$ cat src/hdl/npcb_defines.svh
// register offsets, field positions and reset values of the preset/binding bank
`ifndef NPCB_DEFINES_SVH
`define NPCB_DEFINES_SVH

`define NPCB_ADDR_W           12
`define NPCB_DATA_W           16

`define NPCB_OFF_DEV_CTRL     12'h200
`define NPCB_OFF_STATUS       12'h201
`define NPCB_OFF_SRC_MODE     12'h214
`define NPCB_OFF_PRESET_SEL   12'h215
`define NPCB_OFF_BINDING      12'h216
`define NPCB_OFF_REF_DIV      12'h217
`define NPCB_OFF_PHASE_ALIGN  12'h219

`define NPCB_RST_DEV_CTRL     5'h00
`define NPCB_RST_SRC_MODE     2'h0
`define NPCB_RST_SEL          2'h0
`define NPCB_RST_BINDING      2'h2
`define NPCB_RST_REF_DIV      16'h0000
`define NPCB_RST_PHASE_ALIGN  2'h2

`define NPCB_DIV_RECOMMENDED  16'h2000

// device control fields
`define NPCB_CTL_SINGLE       0
`define NPCB_CTL_LINK_EN      1
`define NPCB_CTL_CAL_EN       2
`define NPCB_CTL_PD_A         3
`define NPCB_CTL_PD_B         4
// status fields
`define NPCB_ST_BIND_ERR      5
`define NPCB_ST_UNSAFE_BIND   6
`define NPCB_ST_DIV_HIGH      7
// preset select / binding / phase alignment fields
`define NPCB_SEL_A_LSB        0
`define NPCB_SEL_B_LSB        2
`define NPCB_BIND_A           0
`define NPCB_BIND_B           1
`define NPCB_ALIGN_NEXT       0
`define NPCB_ALIGN_LINK       1

`endif

$ cat src/hdl/npcb_pkg.sv
// types shared by the preset/binding bank
package npcb_pkg;

  typedef enum logic [1:0] {
    NPCB_SRC_REGISTER,
    NPCB_SRC_PINS_SPLIT,
    NPCB_SRC_PINS_SHARED,
    NPCB_SRC_RESERVED
  } npcb_src_mode_t;

  typedef logic [1:0] npcb_preset_t;

endpackage

$ cat src/hdl/npcb_pin_sync.sv
// three-stage synchroniser for asynchronous pin groups
`timescale 1ns/10ps
module npcb_pin_sync #(
  parameter int WIDTH = 2
) (
  // clock and reset
  input  wire logic             i_core_clk,
  input  wire logic             i_resetn,
  // pin side and settled value
  input  wire logic [WIDTH-1:0] i_pins,
  output logic      [WIDTH-1:0] o_stable
);

  logic [WIDTH-1:0] meta_q;
  logic [WIDTH-1:0] s2_q;
  logic [WIDTH-1:0] s3_q;

  // a zero-width group cannot carry a preset index
  if (WIDTH < 1) begin : g_bad_width
    $error("npcb_pin_sync: WIDTH must be at least 1");
  end

  always_ff @(posedge i_core_clk) begin
    meta_q <= i_pins;
    s2_q   <= meta_q;
    s3_q   <= s2_q;
  end

  // a change counts only once stages two and three agree
  always_ff @(posedge i_core_clk) begin
    if (!i_resetn) begin
      o_stable <= '0;
    end else if (s2_q == s3_q) begin
      o_stable <= s3_q;
    end
  end

endmodule

$ cat src/hdl/npcb_preset_resolve.sv
// resolves the active preset index of both down-converters
`timescale 1ns/10ps
module npcb_preset_resolve (
  // configuration
  input  wire npcb_pkg::npcb_src_mode_t i_src_mode,
  input  wire logic                     i_single_channel,
  input  wire npcb_pkg::npcb_preset_t   i_sel_a,
  input  wire npcb_pkg::npcb_preset_t   i_sel_b,
  // settled preset pins
  input  wire npcb_pkg::npcb_preset_t   i_pins_a,
  input  wire npcb_pkg::npcb_preset_t   i_pins_b,
  // resolved indices
  output npcb_pkg::npcb_preset_t        o_preset_a,
  output npcb_pkg::npcb_preset_t        o_preset_b
);

  npcb_pkg::npcb_preset_t dual_b;

  always_comb begin
    case (i_src_mode)
      npcb_pkg::NPCB_SRC_REGISTER: begin
        o_preset_a = i_sel_a;
        dual_b     = i_sel_b;
      end
      npcb_pkg::NPCB_SRC_PINS_SPLIT: begin
        o_preset_a = i_pins_a;
        dual_b     = i_pins_b;
      end
      npcb_pkg::NPCB_SRC_PINS_SHARED: begin
        o_preset_a = i_pins_a;
        dual_b     = i_pins_a;
      end
      // reserved code falls back to register control
      default: begin
        o_preset_a = i_sel_a;
        dual_b     = i_sel_b;
      end
    endcase
    // single down-converter follows channel A's method only
    o_preset_b = i_single_channel ? o_preset_a : dual_b;
  end

endmodule

$ cat src/hdl/npcb_top.sv
// register bank for NCO preset selection, channel binding and reference divisor
`timescale 1ns/10ps
`include "npcb_defines.svh"
module npcb_top #(
  parameter int DIV_W = 16
) (
  // clock and reset
  input  wire logic                     i_core_clk,
  input  wire logic                     i_resetn,
  // register port
  input  wire logic [`NPCB_ADDR_W-1:0]  i_addr,
  input  wire logic [`NPCB_DATA_W-1:0]  i_wr_data,
  input  wire logic                     i_wr_en,
  input  wire logic                     i_rd_en,
  output logic      [`NPCB_DATA_W-1:0]  o_rd_data,
  // preset select pins
  input  wire logic [1:0]               i_preset_pins_a,
  input  wire logic [1:0]               i_preset_pins_b,
  // active presets
  output logic      [1:0]               o_active_preset_a,
  output logic      [1:0]               o_active_preset_b,
  // channel routing
  output logic                          o_dig_a_from_conv_b,
  output logic                          o_dig_b_from_conv_b,
  // power-down controls
  output logic                          o_converter_a_power_down,
  output logic                          o_converter_b_power_down,
  output logic                          o_dig_a_power_down,
  output logic                          o_dig_b_power_down,
  output logic                          o_link_a_power_down,
  output logic                          o_link_b_power_down,
  // mode controls
  output logic                          o_single_channel_mode,
  output logic                          o_serial_link_enable,
  output logic                          o_cal_enable,
  // reference divisor
  output logic      [DIV_W-1:0]         o_reference_divisor,
  output logic                          o_divisor_enable,
  // phase alignment
  output logic                          o_phase_align_on_link,
  output logic                          o_phase_align_arm
);

  // only the 16-bit divisor register exists; other widths have no decode
  if (DIV_W != 16) begin : g_bad_div_w
    $error("npcb_top: DIV_W must be 16");
  end

  // exact offset match, so unmapped offsets never alias a register
  function automatic logic hit(input logic [`NPCB_ADDR_W-1:0] addr,
                               input logic [`NPCB_ADDR_W-1:0] off);
    hit = (addr == off);
  endfunction

  // power-down of the converter that one binding bit selects
  function automatic logic bound_pd(input logic       from_b,
                                    input logic [4:0] ctrl);
    bound_pd = from_b ? ctrl[`NPCB_CTL_PD_B] : ctrl[`NPCB_CTL_PD_A];
  endfunction

  // register state
  logic [4:0]                 dev_ctrl_q;
  npcb_pkg::npcb_src_mode_t   src_mode_q;
  npcb_pkg::npcb_preset_t     sel_a_q;
  npcb_pkg::npcb_preset_t     sel_b_q;
  logic [1:0]                 binding_q;
  logic [DIV_W-1:0]           ref_div_q;
  logic                       align_link_q;
  logic                       align_next_q;
  logic                       unsafe_bind_q;

  // phase alignment reset word, split into its two fields
  localparam logic [1:0]      ALIGN_RST = `NPCB_RST_PHASE_ALIGN;

  // resolved presets
  npcb_pkg::npcb_preset_t     pins_a;
  npcb_pkg::npcb_preset_t     pins_b;
  npcb_pkg::npcb_preset_t     preset_a_d;
  npcb_pkg::npcb_preset_t     preset_b_d;

  // write decode
  logic                       wr_ctrl;
  logic                       wr_status;
  logic                       wr_mode;
  logic                       wr_sel;
  logic                       wr_bind;
  logic                       wr_div;
  logic                       wr_align;

  // derived conditions
  logic                       single_mode;
  logic                       bind_err;
  logic                       div_high;
  logic                       dig_a_pd_d;
  logic                       dig_b_pd_d;
  logic [`NPCB_DATA_W-1:0]    rd_data_d;
  logic [`NPCB_DATA_W-1:0]    status_word;

  assign wr_ctrl   = i_wr_en && hit(i_addr, `NPCB_OFF_DEV_CTRL);
  assign wr_status = i_wr_en && hit(i_addr, `NPCB_OFF_STATUS);
  assign wr_mode   = i_wr_en && hit(i_addr, `NPCB_OFF_SRC_MODE);
  assign wr_sel    = i_wr_en && hit(i_addr, `NPCB_OFF_PRESET_SEL);
  assign wr_bind   = i_wr_en && hit(i_addr, `NPCB_OFF_BINDING);
  assign wr_div    = i_wr_en && hit(i_addr, `NPCB_OFF_REF_DIV);
  assign wr_align  = i_wr_en && hit(i_addr, `NPCB_OFF_PHASE_ALIGN);

  assign single_mode = dev_ctrl_q[`NPCB_CTL_SINGLE];

  // pins come from outside the clock domain
  npcb_pin_sync #(
    .WIDTH (2)
  ) u_sync_a (
    .i_core_clk (i_core_clk),
    .i_resetn   (i_resetn),
    .i_pins     (i_preset_pins_a),
    .o_stable   (pins_a)
  );

  npcb_pin_sync #(
    .WIDTH (2)
  ) u_sync_b (
    .i_core_clk (i_core_clk),
    .i_resetn   (i_resetn),
    .i_pins     (i_preset_pins_b),
    .o_stable   (pins_b)
  );

  npcb_preset_resolve u_resolve (
    .i_src_mode       (src_mode_q),
    .i_single_channel (single_mode),
    .i_sel_a          (sel_a_q),
    .i_sel_b          (sel_b_q),
    .i_pins_a         (pins_a),
    .i_pins_b         (pins_b),
    .o_preset_a       (preset_a_d),
    .o_preset_b       (preset_b_d)
  );

  // device control: mode, link, calibration, converter power-down
  always_ff @(posedge i_core_clk) begin
    if (!i_resetn) begin
      dev_ctrl_q <= `NPCB_RST_DEV_CTRL;
    end else if (wr_ctrl) begin
      dev_ctrl_q <= i_wr_data[4:0];
    end
  end

  // preset source mode
  always_ff @(posedge i_core_clk) begin
    if (!i_resetn) begin
      src_mode_q <= npcb_pkg::npcb_src_mode_t'(`NPCB_RST_SRC_MODE);
    end else if (wr_mode) begin
      src_mode_q <= npcb_pkg::npcb_src_mode_t'(i_wr_data[1:0]);
    end
  end

  // preset select fields
  always_ff @(posedge i_core_clk) begin
    if (!i_resetn) begin
      sel_a_q <= `NPCB_RST_SEL;
      sel_b_q <= `NPCB_RST_SEL;
    end else if (wr_sel) begin
      sel_a_q <= i_wr_data[`NPCB_SEL_A_LSB +: 2];
      sel_b_q <= i_wr_data[`NPCB_SEL_B_LSB +: 2];
    end
  end

  // channel binding; the device does not block an unsafe rewrite
  always_ff @(posedge i_core_clk) begin
    if (!i_resetn) begin
      binding_q <= `NPCB_RST_BINDING;
    end else if (wr_bind) begin
      binding_q <= i_wr_data[1:0];
    end
  end

  // a rebind with link or calibration still enabled is flagged, not refused
  always_ff @(posedge i_core_clk) begin
    if (!i_resetn) begin
      unsafe_bind_q <= 1'b0;
    end else if (wr_bind &&
                 (dev_ctrl_q[`NPCB_CTL_LINK_EN] || dev_ctrl_q[`NPCB_CTL_CAL_EN])) begin
      unsafe_bind_q <= 1'b1;
    end else if (wr_status && i_wr_data[`NPCB_ST_UNSAFE_BIND]) begin
      unsafe_bind_q <= 1'b0;
    end
  end

  // reference divisor, one value for every preset of both channels
  always_ff @(posedge i_core_clk) begin
    if (!i_resetn) begin
      ref_div_q <= `NPCB_RST_REF_DIV;
    end else if (wr_div) begin
      ref_div_q <= i_wr_data[DIV_W-1:0];
    end
  end

  // phase alignment control
  always_ff @(posedge i_core_clk) begin
    if (!i_resetn) begin
      align_link_q <= ALIGN_RST[`NPCB_ALIGN_LINK];
      align_next_q <= ALIGN_RST[`NPCB_ALIGN_NEXT];
    end else if (wr_align) begin
      align_link_q <= i_wr_data[`NPCB_ALIGN_LINK];
      align_next_q <= i_wr_data[`NPCB_ALIGN_NEXT];
    end
  end

  // arming needs a 0 then a 1; rewriting 1 over 1 does not re-arm
  always_ff @(posedge i_core_clk) begin
    if (!i_resetn) begin
      o_phase_align_arm <= 1'b0;
    end else begin
      o_phase_align_arm <= wr_align && i_wr_data[`NPCB_ALIGN_NEXT] && !align_next_q;
    end
  end

  always_ff @(posedge i_core_clk) begin
    if (!i_resetn) begin
      o_phase_align_on_link <= ALIGN_RST[`NPCB_ALIGN_LINK];
    end else begin
      o_phase_align_on_link <= align_link_q;
    end
  end

  // registered preset indices so the NCO muxes switch on a clock edge
  always_ff @(posedge i_core_clk) begin
    if (!i_resetn) begin
      o_active_preset_a <= 2'h0;
      o_active_preset_b <= 2'h0;
    end else begin
      o_active_preset_a <= preset_a_d;
      o_active_preset_b <= preset_b_d;
    end
  end

  // routing follows the binding bits
  always_ff @(posedge i_core_clk) begin
    if (!i_resetn) begin
      o_dig_a_from_conv_b <= 1'b0;
      o_dig_b_from_conv_b <= 1'b1;
    end else begin
      o_dig_a_from_conv_b <= binding_q[`NPCB_BIND_A];
      o_dig_b_from_conv_b <= binding_q[`NPCB_BIND_B];
    end
  end

  // each digital channel sleeps with the converter it is bound to
  assign dig_a_pd_d = bound_pd(binding_q[`NPCB_BIND_A], dev_ctrl_q);
  assign dig_b_pd_d = bound_pd(binding_q[`NPCB_BIND_B], dev_ctrl_q);

  always_ff @(posedge i_core_clk) begin
    if (!i_resetn) begin
      o_dig_a_power_down  <= 1'b0;
      o_dig_b_power_down  <= 1'b0;
      o_link_a_power_down <= 1'b0;
      o_link_b_power_down <= 1'b0;
    end else begin
      o_dig_a_power_down  <= dig_a_pd_d;
      o_dig_b_power_down  <= dig_b_pd_d;
      o_link_a_power_down <= dig_a_pd_d;
      o_link_b_power_down <= dig_b_pd_d;
    end
  end

  // mode outputs and converter power-downs
  always_ff @(posedge i_core_clk) begin
    if (!i_resetn) begin
      o_single_channel_mode    <= 1'b0;
      o_serial_link_enable     <= 1'b0;
      o_cal_enable             <= 1'b0;
      o_converter_a_power_down <= 1'b0;
      o_converter_b_power_down <= 1'b0;
    end else begin
      o_single_channel_mode    <= dev_ctrl_q[`NPCB_CTL_SINGLE];
      o_serial_link_enable     <= dev_ctrl_q[`NPCB_CTL_LINK_EN];
      o_cal_enable             <= dev_ctrl_q[`NPCB_CTL_CAL_EN];
      o_converter_a_power_down <= dev_ctrl_q[`NPCB_CTL_PD_A];
      o_converter_b_power_down <= dev_ctrl_q[`NPCB_CTL_PD_B];
    end
  end

  // zero divisor leaves the NCO a plain 32-bit accumulator
  always_ff @(posedge i_core_clk) begin
    if (!i_resetn) begin
      o_reference_divisor <= `NPCB_RST_REF_DIV;
      o_divisor_enable    <= 1'b0;
    end else begin
      o_reference_divisor <= ref_div_q;
      o_divisor_enable    <= (ref_div_q != '0);
    end
  end

  // software-side misuse is reported only; the hardware cannot repair it
  assign bind_err = single_mode && (binding_q != `NPCB_RST_BINDING);
  assign div_high = (ref_div_q > `NPCB_DIV_RECOMMENDED);

  // status bits 0-4, 8 and 9 show registered outputs and lag a write by two edges; bits 5-7 come from register state and lag by one
  always_comb begin
    status_word = '0;
    status_word[1:0] = o_active_preset_a;
    status_word[3:2] = o_active_preset_b;
    status_word[4]   = o_divisor_enable;
    status_word[`NPCB_ST_BIND_ERR]    = bind_err;
    status_word[`NPCB_ST_UNSAFE_BIND] = unsafe_bind_q;
    status_word[`NPCB_ST_DIV_HIGH]    = div_high;
    status_word[8]   = o_dig_a_power_down;
    status_word[9]   = o_dig_b_power_down;
  end

  // read mux; unmapped offsets and reserved bits read zero
  always_comb begin
    rd_data_d = '0;
    case (i_addr)
      `NPCB_OFF_DEV_CTRL:    rd_data_d[4:0] = dev_ctrl_q;
      `NPCB_OFF_STATUS:      rd_data_d = status_word;
      `NPCB_OFF_SRC_MODE:    rd_data_d[1:0] = src_mode_q;
      `NPCB_OFF_PRESET_SEL: begin
        rd_data_d[`NPCB_SEL_A_LSB +: 2] = sel_a_q;
        rd_data_d[`NPCB_SEL_B_LSB +: 2] = sel_b_q;
      end
      `NPCB_OFF_BINDING:     rd_data_d[1:0] = binding_q;
      `NPCB_OFF_REF_DIV:     rd_data_d[DIV_W-1:0] = ref_div_q;
      `NPCB_OFF_PHASE_ALIGN: begin
        rd_data_d[`NPCB_ALIGN_LINK] = align_link_q;
        rd_data_d[`NPCB_ALIGN_NEXT] = align_next_q;
      end
      default:               rd_data_d = '0;
    endcase
  end

  // read data stands only in the cycle after the strobe
  always_ff @(posedge i_core_clk) begin
    if (!i_resetn) begin
      o_rd_data <= '0;
    end else if (i_rd_en) begin
      o_rd_data <= rd_data_d;
    end else begin
      o_rd_data <= '0;
    end
  end

endmodule

$ cat config.mk
export PLATFORM = sky130hd
export DESIGN_NAME = npcb_top
export DESIGN_NICKNAME = d
export VERILOG_FILES = /design/src/hdl/npcb_pkg.sv /design/src/hdl/npcb_pin_sync.sv /design/src/hdl/npcb_preset_resolve.sv /design/src/hdl/npcb_top.sv
export VERILOG_INCLUDE_DIRS = /design/src /design/src/hdl
export SDC_FILE = /design/constraint.sdc
export NUM_CORES = 1
export LEC_CHECK = 0
export CAP_MARGIN = 10
export CORE_MARGIN = 2
export CORE_UTILIZATION = 25
export CTS_BUF_LIST = sky130_fd_sc_hd__clkbuf_4
export CTS_CLUSTER_DIAMETER = 120
export CTS_CLUSTER_SIZE = 28
export DETAILED_ROUTE_END_ITERATION = 12
export DONT_BUFFER_PORTS = 1
export PLACE_DENSITY_LB_ADDON = 0.15
export SYNTH_ARGS = -nofsm -noshare
export SYNTH_HDL_FRONTEND = slang
export SYNTH_SLANG_ARGS = --single-unit
$ cat constraint.sdc
create_clock -name i_core_clk -period 4.9 [get_ports i_core_clk]
set_clock_uncertainty 0.1 [all_clocks]
set_input_delay 0.98 -clock i_core_clk [delete_from_list [all_inputs] [get_ports i_core_clk]]
set_output_delay 0.98 -clock i_core_clk [all_outputs]
set_load 0.02 [all_outputs]
==> results of run 1 <==
cell families (layout without fill, tap and decap cells):
| group | count (synthesis) | after routing | share of synthesized area (%) |
|---|---|---|---|
| AOI/OAI and AO/OA | 39 | 39 | 7.80 |
| adders and majority gates | 2 | 2 | 0.693 |
| xor gates and xnor gates | 4 | 4 | 0.971 |
| DFF | 96 | 96 | 53.3 |
| muxes | 37 | 37 | 10.6 |
| and+or+nand+nor | 138 | 138 | 23.1 |
| buffers and inverters | 26 | 26 | 3.57 |
layer usage:
metal  track usage [%]  wire [um]  vias up
met5                 0          0        -
met4              6.11        190        0
met3              3.30        412       13
met2              19.5       4240       53
met1              16.0       4270     1134
li1                  -          -     1178
cells in the mapped netlist, types with 4 or more instances:
master	n	area (um2)
mux2i_1	35	350
nand2b_1	8	50.1
a21o_1	4	30.0
and2_1	23	144
xnor2_1	4	35.0
dfxtp_1	96	1920
nor2b_1	35	219
inv_1	9	33.8
clkbuf_1	12	45.0
nand4_1	8	50.1
a31oi_1	4	25.0
a22oi_1	10	75.1
nand2_1	21	78.8
nor2_1	10	37.5
nor3b_1	4	30.0
nor3_1	6	30.0
sequential cells by signal, indices dropped and copies added, names as in the netlist, 5 cells and up:
signal and cells:
dev_ctrl_q 5, o_reference_divisor 16, ref_div_q 16, o_rd_data 16
metrics by stage:
stage | instances | setup WS, ns | area (um2)
finish | 522 | 2.63 | 3920
CTS | 522 | 2.66 | 3920
detailed placement | 506 | 2.14 | 3750
floorplan | 342 | 2.33 | 3610
global route | 522 | 2.59 | 3920
global placement | 506 | 2.17 | 3750
worst max path at each step:
stage | startpoint | end | cells after the start
floorplan | i_addr[10] | ref_div_q[10]$_SDFFE_PN0P_ | 6
global placement | i_addr[10] | o_rd_data[10]$_SDFF_PN0_ | 4
detailed placement | i_addr[10] | o_rd_data[7]$_SDFF_PN0_ | 4
CTS | o_link_a_power_down$_SDFF_PN0_ | o_link_a_power_down | 0
global route | i_addr[10] | o_rd_data[14]$_SDFF_PN0_ | 4
finish | i_addr[10] | o_rd_data[7]$_SDFF_PN0_ | 4
power groups by stage:
stage               Sequential [mW]  Combinational, mW  Clock [mW]
finish                        0.795             0.0332       0.491
global route                  0.797             0.0366       0.546
CTS                           0.795             0.0335       0.517
detailed placement            0.812             0.0334           0
global placement              0.812             0.0330           0
floorplan                     0.810             0.0381           0
cell type report:
class                           count  area, um2
Clock buffer                       10       75.1
Clock inverter                      6       88.8
Fill cell                        1512      10100
Inverter                            9       33.8
Multi-Input combinational cell    220       1570
Sequential cell                    96       1920
Tap cell                          180        225
Timing Repair Buffer                1       7.51
==> metrics.txt, run 1 <==
Syn Nets 380; EDFF count, synth 0; crit path cell chain or4_4, nor4_4, and3_1, o2bb2ai_1; worst r2r dst o_active_preset_b[0]$_SDFF_PN0_; worst-path fanout max 8; wirelength, routed 9110 um; drt first pass iters 4; Clock Path Buffers 2; CTS tree done; core area 14000 um2; WS Path Type in -> reg; power density cells 337 nW/um2; DP HPWL 6540 um; fin util 28.0%; max incr delay on CP 0.56 ns; Netlist cell types 45; Mapped Area 3610 um2; I/O Buffers 0; most frequent cells in the layout dfxtp_1 (96), mux2i_1 (35), nor2b_1 (35); status finished clean; Routed wire per std cell 17.5 um; sequential share of the synthesized area 53.3%; CTS buffer count 9; Cells after Synth 342; Setup TNS 0 ns; startpoint types primary input; Total GRT Usage 12.5%; clk_lat worst skew 0.46 ns; clk root buf clkbuf_4; Post-synth top flop dfxtp_1; Worst Hold Path Cells 0; leading cell type in the layout, fill and taps excluded dfxtp_1; Slowest cell on crit path or4_4; P&R area growth vs syn 8.60%; Clock Sinks 96; initial antenna violation count 0; Nets 375; vias 2378; register-to-register setup slack 3.28 ns; Max-cap violations 0; Sequential Power Share 60.3%; Worst Path Required 5.20 ns; CP bufs+invs 0; Pleak 1.51 nW; number of global-route vias before repair 2337; final setup violation count 0; # H-tree levels 3; Mean Syn Cell Area 10.6 um2; relative slew slack 49.6%; worst hold start u_sync_b.meta_q[1]$_DFF_P_; layout cells sized above 1 7.02%; peak supply drop 0.100 mV; Crit path max-delay family simple AND/OR/NAND/NOR gates; Hold Worst Slack 0.243 ns; Int Pwr 1.02 mW; RSZ-0062 raised after global routing false; I/O pin count 86; largest net degree at the start of global routing 72; r2r startpoint src_mode_q[0]$_SDFFE_PN0P_; NetSw 0.297 mW; CTS resizes 0; total chip power 1.32 mW; Hold Buf Count CTS 0; Post-CTS Repair Setup Buffers 0; # DRC 0; Max Fclk 441 MHz; post-route clock period utilization 46.3%; crit path capture type register; worst min-delay path category reg -> reg; Die Y 124 um; site row count 43; Final Hold Fails 0; CTS clk-pin slew, worst paths 0.15 ns; Comb power frac 2.5%; Net Sw Frac 22.5%; diodes inserted 0; first-pass GRT wire length 14000 um; area of the die 15400 um2; Worst Max-Slew Pin Slew 0.754 ns; Initial Util 25.8%; routed vias/inst 4.56; fin. max-slew vios 0; total global routing overflow 0; synth warn 0; fraction of power consumed by the clock network 37.2%; min cycle time layout 2.27 ns; #FFs+latches synth 96; ys async rst share 0%; post-route antenna net violation count 0; 1st-iter DRT viols 115; Hold Path Sink u_sync_b.s2_q[1]$_DFF_P_; routability cong. 0.879; Die X 124 um; WP data arrival 2.57 ns; path depth of the worst reg2reg path 5
No activity file was read; power rests on OpenSTA's default activity.
==> run 2: changes to the inputs <==
==> constraint.sdc (replaced) <==
create_clock -name i_core_clk -period 1.9 [get_ports i_core_clk]
set_clock_uncertainty 0.1 [all_clocks]
set_input_delay 0.38 -clock i_core_clk [delete_from_list [all_inputs] [get_ports i_core_clk]]
set_output_delay 0.38 -clock i_core_clk [all_outputs]
set_load 0.02 [all_outputs]
==> metrics.txt, run 2 (synthesized netlist as in run 1, its figures left out) <==
status finished clean; Routed wire per std cell 17.1 um; Final Hold Fails 0; Clock Path Buffers 2; number of global-route vias before repair 2488; initial antenna violation count 1; startpoint types register; CP bufs+invs 1; pre-CTS WS -0.106 ns; WP data arrival 2.03 ns; Post-CTS Repair Setup Buffers 0; Hold Path Sink o_rd_data[2]$_SDFF_PN0_; vias 2542; Worst Hold Path Cells 3; I/O Buffers 0; Hold Worst Slack 0.0587 ns; Worst Max-Slew Pin Slew 0.470 ns; fin. max-slew vios 0; fin worst setup slack 0.188 ns; core area 14000 um2; most frequent cells in the layout dfxtp_1 (96), mux2i_1 (35), nor2b_1 (35); DP HPWL 6580 um; routed vias/inst 4.52; largest net degree at the start of global routing 70; clk_lat worst skew 0.49 ns; Total GRT Usage 13.0%; # fillers 1476; post-route antenna net violation count 0; worst min-delay path category in -> reg; Max-cap violations 0; Die Y 124 um; Top Registers o_rd_data: 16 flops, o_reference_divisor: 16 flops, ref_div_q: 16 flops; layout cells sized above 1 9.69%; P&R area growth vs syn 19.4%; relative slew slack 68.4%; CTS buffer count 9; crit path capture type register; Initial Util 25.8%; CTS clk-pin slew, worst paths 0.18 ns; final setup violation count 0; site row count 43; r2r startpoint ref_div_q[3]$_SDFFE_PN0P_; min cycle time layout 1.71 ns; worst-path fanout max 4; Pleak 1.69 nW; CTS tree done; worst r2r dst o_rd_data[3]$_SDFF_PN0_; drt first pass iters 4; # DRC 0; Nets 415; worst hold start i_rd_en; Crit path max-delay family buffers and inverters; routability cong. 0.745; Slowest cell on crit path dlygate4sd3_1; peak supply drop 0.719 mV; register-to-register setup slack 0.19 ns; # H-tree levels 3; Worst Path Required 2.22 ns; clk root buf clkbuf_4; total global routing overflow 0; I/O pin count 86; RSZ-0062 raised after global routing false; crit path cell chain mux2_2, nand4_1, dlygate4sd3_1, a31oi_1; WS Path Type reg -> reg; wirelength, routed 9610 um; first-pass GRT wire length 14400 um; power density cells 788 nW/um2; Die X 124 um; fin util 30.8%; Max Fclk 584 MHz; path depth of the worst reg2reg path 4; 1st-iter DRT viols 131; max incr delay on CP 0.57 ns; Clock Sinks 96; post-route clock period utilization 90.1%; leading cell type in the layout, fill and taps excluded dfxtp_1; area of the die 15400 um2
## run 2: final cells by class
class	instances	area, um2	share of cell area [%]
sequential	96	1920	44.6
antenna	1	2.50	0.0581
timing repair buffer	41	410	9.52
tap	180	225	5.23
clock inverter	5	63.8	1.48
inverter	9	33.8	0.784
clock buffer	11	82.6	1.92
multi-input combinational	220	1570	36.4
## run 2: per-stage QoR
stage          power, mW  std cells  area, um2  setup TNS (ns)
2_1_floorplan       2.19        342       3620               0
3_3_place_gp        2.18        517       3850          -0.375
3_5_place_dp        2.19        517       3850          -0.771
4_1_cts             3.47        562       4310               0
5_1_grt             3.55        563       4310               0
6_report            3.40        563       4310               0
## run 2: how the worst max path moves through the flow
stage	slack (ns)	cells after the start	start	endpoint
after global placement	-0.06	4	i_addr[10]	o_rd_data[10]$_SDFF_PN0_
final	0.19	4	ref_div_q[3]$_SDFFE_PN0P_	o_rd_data[3]$_SDFF_PN0_
after CTS	0.22	4	ref_div_q[3]$_SDFFE_PN0P_	o_rd_data[3]$_SDFF_PN0_
after detailed placement	-0.11	4	i_addr[10]	o_rd_data[15]$_SDFF_PN0_
after floorplan	0.001	4	i_addr[10]	o_rd_data[10]$_SDFF_PN0_
after global routing	0.15	5	src_mode_q[0]$_SDFFE_PN0P_	o_active_preset_b[0]$_SDFF_PN0_
## run 2: power breakdown
part	internal, mW	switching, mW
combinational	0.0966	0.0745
sequential	2.03	0.0151
clock	0.443	0.733
## run 2: timing repair
action	CTS	global route
hold buffers	29	0
gates resized for setup	0	0
hold endpoints to repair	75	0
## run 2: tightest hold or removal path: stages
cell and delay, ns:
nand2_1 0.07, or4_1 0.14, a31oi_1 0.04
## run 2: per-layer routing
| metal | global-route usage (%) | up-vias | wire, um | share of wire [%] |
|---|---|---|---|---|
| li1 | - | 1263 | - | - |
| met1 | 15.6 | 1200 | 4160 | 43 |
| met2 | 21.2 | 68 | 4700 | 49 |
| met3 | 4.85 | 11 | 608 | 6.3 |
| met4 | 4.99 | 0 | 142 | 1.5 |
| met5 | 0 | - | 0 | 0 |
==> run 3: changes to the inputs <==
--- a/config.mk
+++ b/config.mk
@@ -6,10 +6,10 @@
 export SDC_FILE = /design/constraint.sdc
 export NUM_CORES = 1
 export LEC_CHECK = 0
-export CAP_MARGIN = 10
+export CAP_MARGIN = 20
 export CORE_MARGIN = 2
 export CORE_UTILIZATION = 25
-export CTS_BUF_LIST = sky130_fd_sc_hd__clkbuf_4
+export CTS_BUF_LIST = sky130_fd_sc_hd__clkbuf_2 sky130_fd_sc_hd__clkbuf_4 sky130_fd_sc_hd__clkbuf_8
 export CTS_CLUSTER_DIAMETER = 120
 export CTS_CLUSTER_SIZE = 28
 export DETAILED_ROUTE_END_ITERATION = 12
==> metrics.txt, run 3 (synthesized netlist as in run 1, its figures left out) <==
status finished clean; WP data arrival 1.76 ns; path depth of the worst reg2reg path 5; post-route antenna net violation count 0; startpoint types register; Post-CTS Repair Setup Buffers 0; vias 2471; final setup violation count 0; core area 14000 um2; Clock Path Buffers 2; drt first pass iters 4; diodes inserted 0; register-to-register setup slack 0.32 ns; CTS resizes 0; area of the die 15400 um2; fin. max-slew vios 0; Hold Path Sink ref_div_q[12]$_SDFFE_PN0P_; I/O Buffers 0; Max Fclk 634 MHz; crit path capture type register; Finished Layout Cells 542; relative slew slack 49.0%; Inst Count DP 517; Total GRT Usage 13.0%; Worst Hold Path Cells 1; Initial Util 25.8%; clk root buf clkbuf_8; worst-path fanout max 6; Worst Path Required 2.08 ns; layout cells sized above 1 9.94%; Pleak 1.62 nW; power density cells 862 nW/um2; Top Registers o_rd_data: 16 flops, o_reference_divisor: 16 flops, ref_div_q: 16 flops; Max-cap violations 0; site row count 43; peak supply drop 0.658 mV; Die X 124 um; total global routing overflow 0; # H-tree levels 3; placed inst area 3850 um2; worst min-delay path category in -> reg; fin util 29.6%; Hold Buf Count CTS 8; first-pass GRT wire length 14300 um; CTS clk-pin slew, worst paths 0.10 ns; Die Y 124 um; Clock Sinks 96; routed vias/inst 4.56; clk_lat worst skew 0.39 ns; CTS tree done; wirelength, routed 9720 um; Worst Max-Slew Pin Slew 0.763 ns; r2r startpoint src_mode_q[0]$_SDFFE_PN0P_; Setup TNS 0 ns; DP HPWL 6580 um; Hold Worst Slack 0.0225 ns; post-route clock period utilization 83.1%; number of global-route vias before repair 2403; most frequent cells in the layout dfxtp_1 (96), mux2i_1 (35), nor2b_1 (35); routability cong. 0.745; 1st-iter DRT viols 118; Routed wire per std cell 17.9 um; worst hold start i_resetn; largest net degree at the start of global routing 58; leading cell type in the layout, fill and taps excluded dfxtp_1; min cycle time layout 1.58 ns; # DRC 0; worst r2r dst o_active_preset_b[0]$_SDFF_PN0_; I/O pin count 86; Final Hold Fails 0; initial antenna violation count 0; # fillers 1474; post-route cell area 4150 um2; P&R area growth vs syn 14.9%; CTS buffer count 9; Nets 395; RSZ-0062 raised after global routing false; WS Path Type reg -> reg
-- run 3: critical path: stages, from the launching register on --
cell and delay (ns):
dfxtp_1 0.40, inv_1 0.06, ha_1 0.38, mux2i_1 0.28, nor2b_1 0.07, o21a_1 0.18
-- run 3: how the worst max path moves through the flow --
stage | start | end | slack, ns | cells past startpoint
after floorplan | i_addr[10] | o_rd_data[10]$_SDFF_PN0_ | 0.001 | 4
after global placement | i_addr[10] | o_rd_data[10]$_SDFF_PN0_ | -0.06 | 4
after detailed placement | i_addr[10] | o_rd_data[15]$_SDFF_PN0_ | -0.11 | 4
after CTS | src_mode_q[0]$_SDFFE_PN0P_ | o_active_preset_b[0]$_SDFF_PN0_ | 0.31 | 5
after global routing | src_mode_q[0]$_SDFFE_PN0P_ | o_active_preset_b[0]$_SDFF_PN0_ | 0.16 | 5
final | src_mode_q[0]$_SDFFE_PN0P_ | o_active_preset_b[0]$_SDFF_PN0_ | 0.32 | 5
-- run 3: report_power, final --
group          switching [mW]  internal, mW  total, mW  leakage (nW)
sequential             0.0152          2.03       2.05         0.778
clock                   0.759         0.650       1.41         0.101
combinational          0.0508        0.0675      0.118         0.743
total                   0.825          2.75       3.57          1.62
-- run 3: final cells by class --
type | count | area [um2] | area share (%)
Timing Repair Buffer | 21 | 193 | 4.65
Tap cell | 180 | 225 | 5.43
Multi-Input combinational cell | 220 | 1570 | 37.9
Clock buffer | 11 | 139 | 3.35
Inverter | 9 | 33.8 | 0.815
Sequential cell | 96 | 1920 | 46.4
Clock inverter | 5 | 63.8 | 1.54
-- run 3: per-layer routing --
metal	routed length [um]	GRT usage, %	vias to the layer above
li1	-	-	1211
met1	4180	15.5	1180
met2	4790	21.2	68
met3	581	4.30	12
met4	167	5.48	0
met5	0	0	-
-- run 3: per-stage QoR --
| stage | setup WS, ns | total power [mW] |
|---|---|---|
| 3_3_place_gp | -0.0605 | 2.18 |
| 5_1_grt | 0.164 | 3.73 |
| 6_report | 0.322 | 3.57 |
| 2_1_floorplan | 0.00127 | 2.19 |
| 3_5_place_dp | -0.106 | 2.19 |
| 4_1_cts | 0.313 | 3.64 |
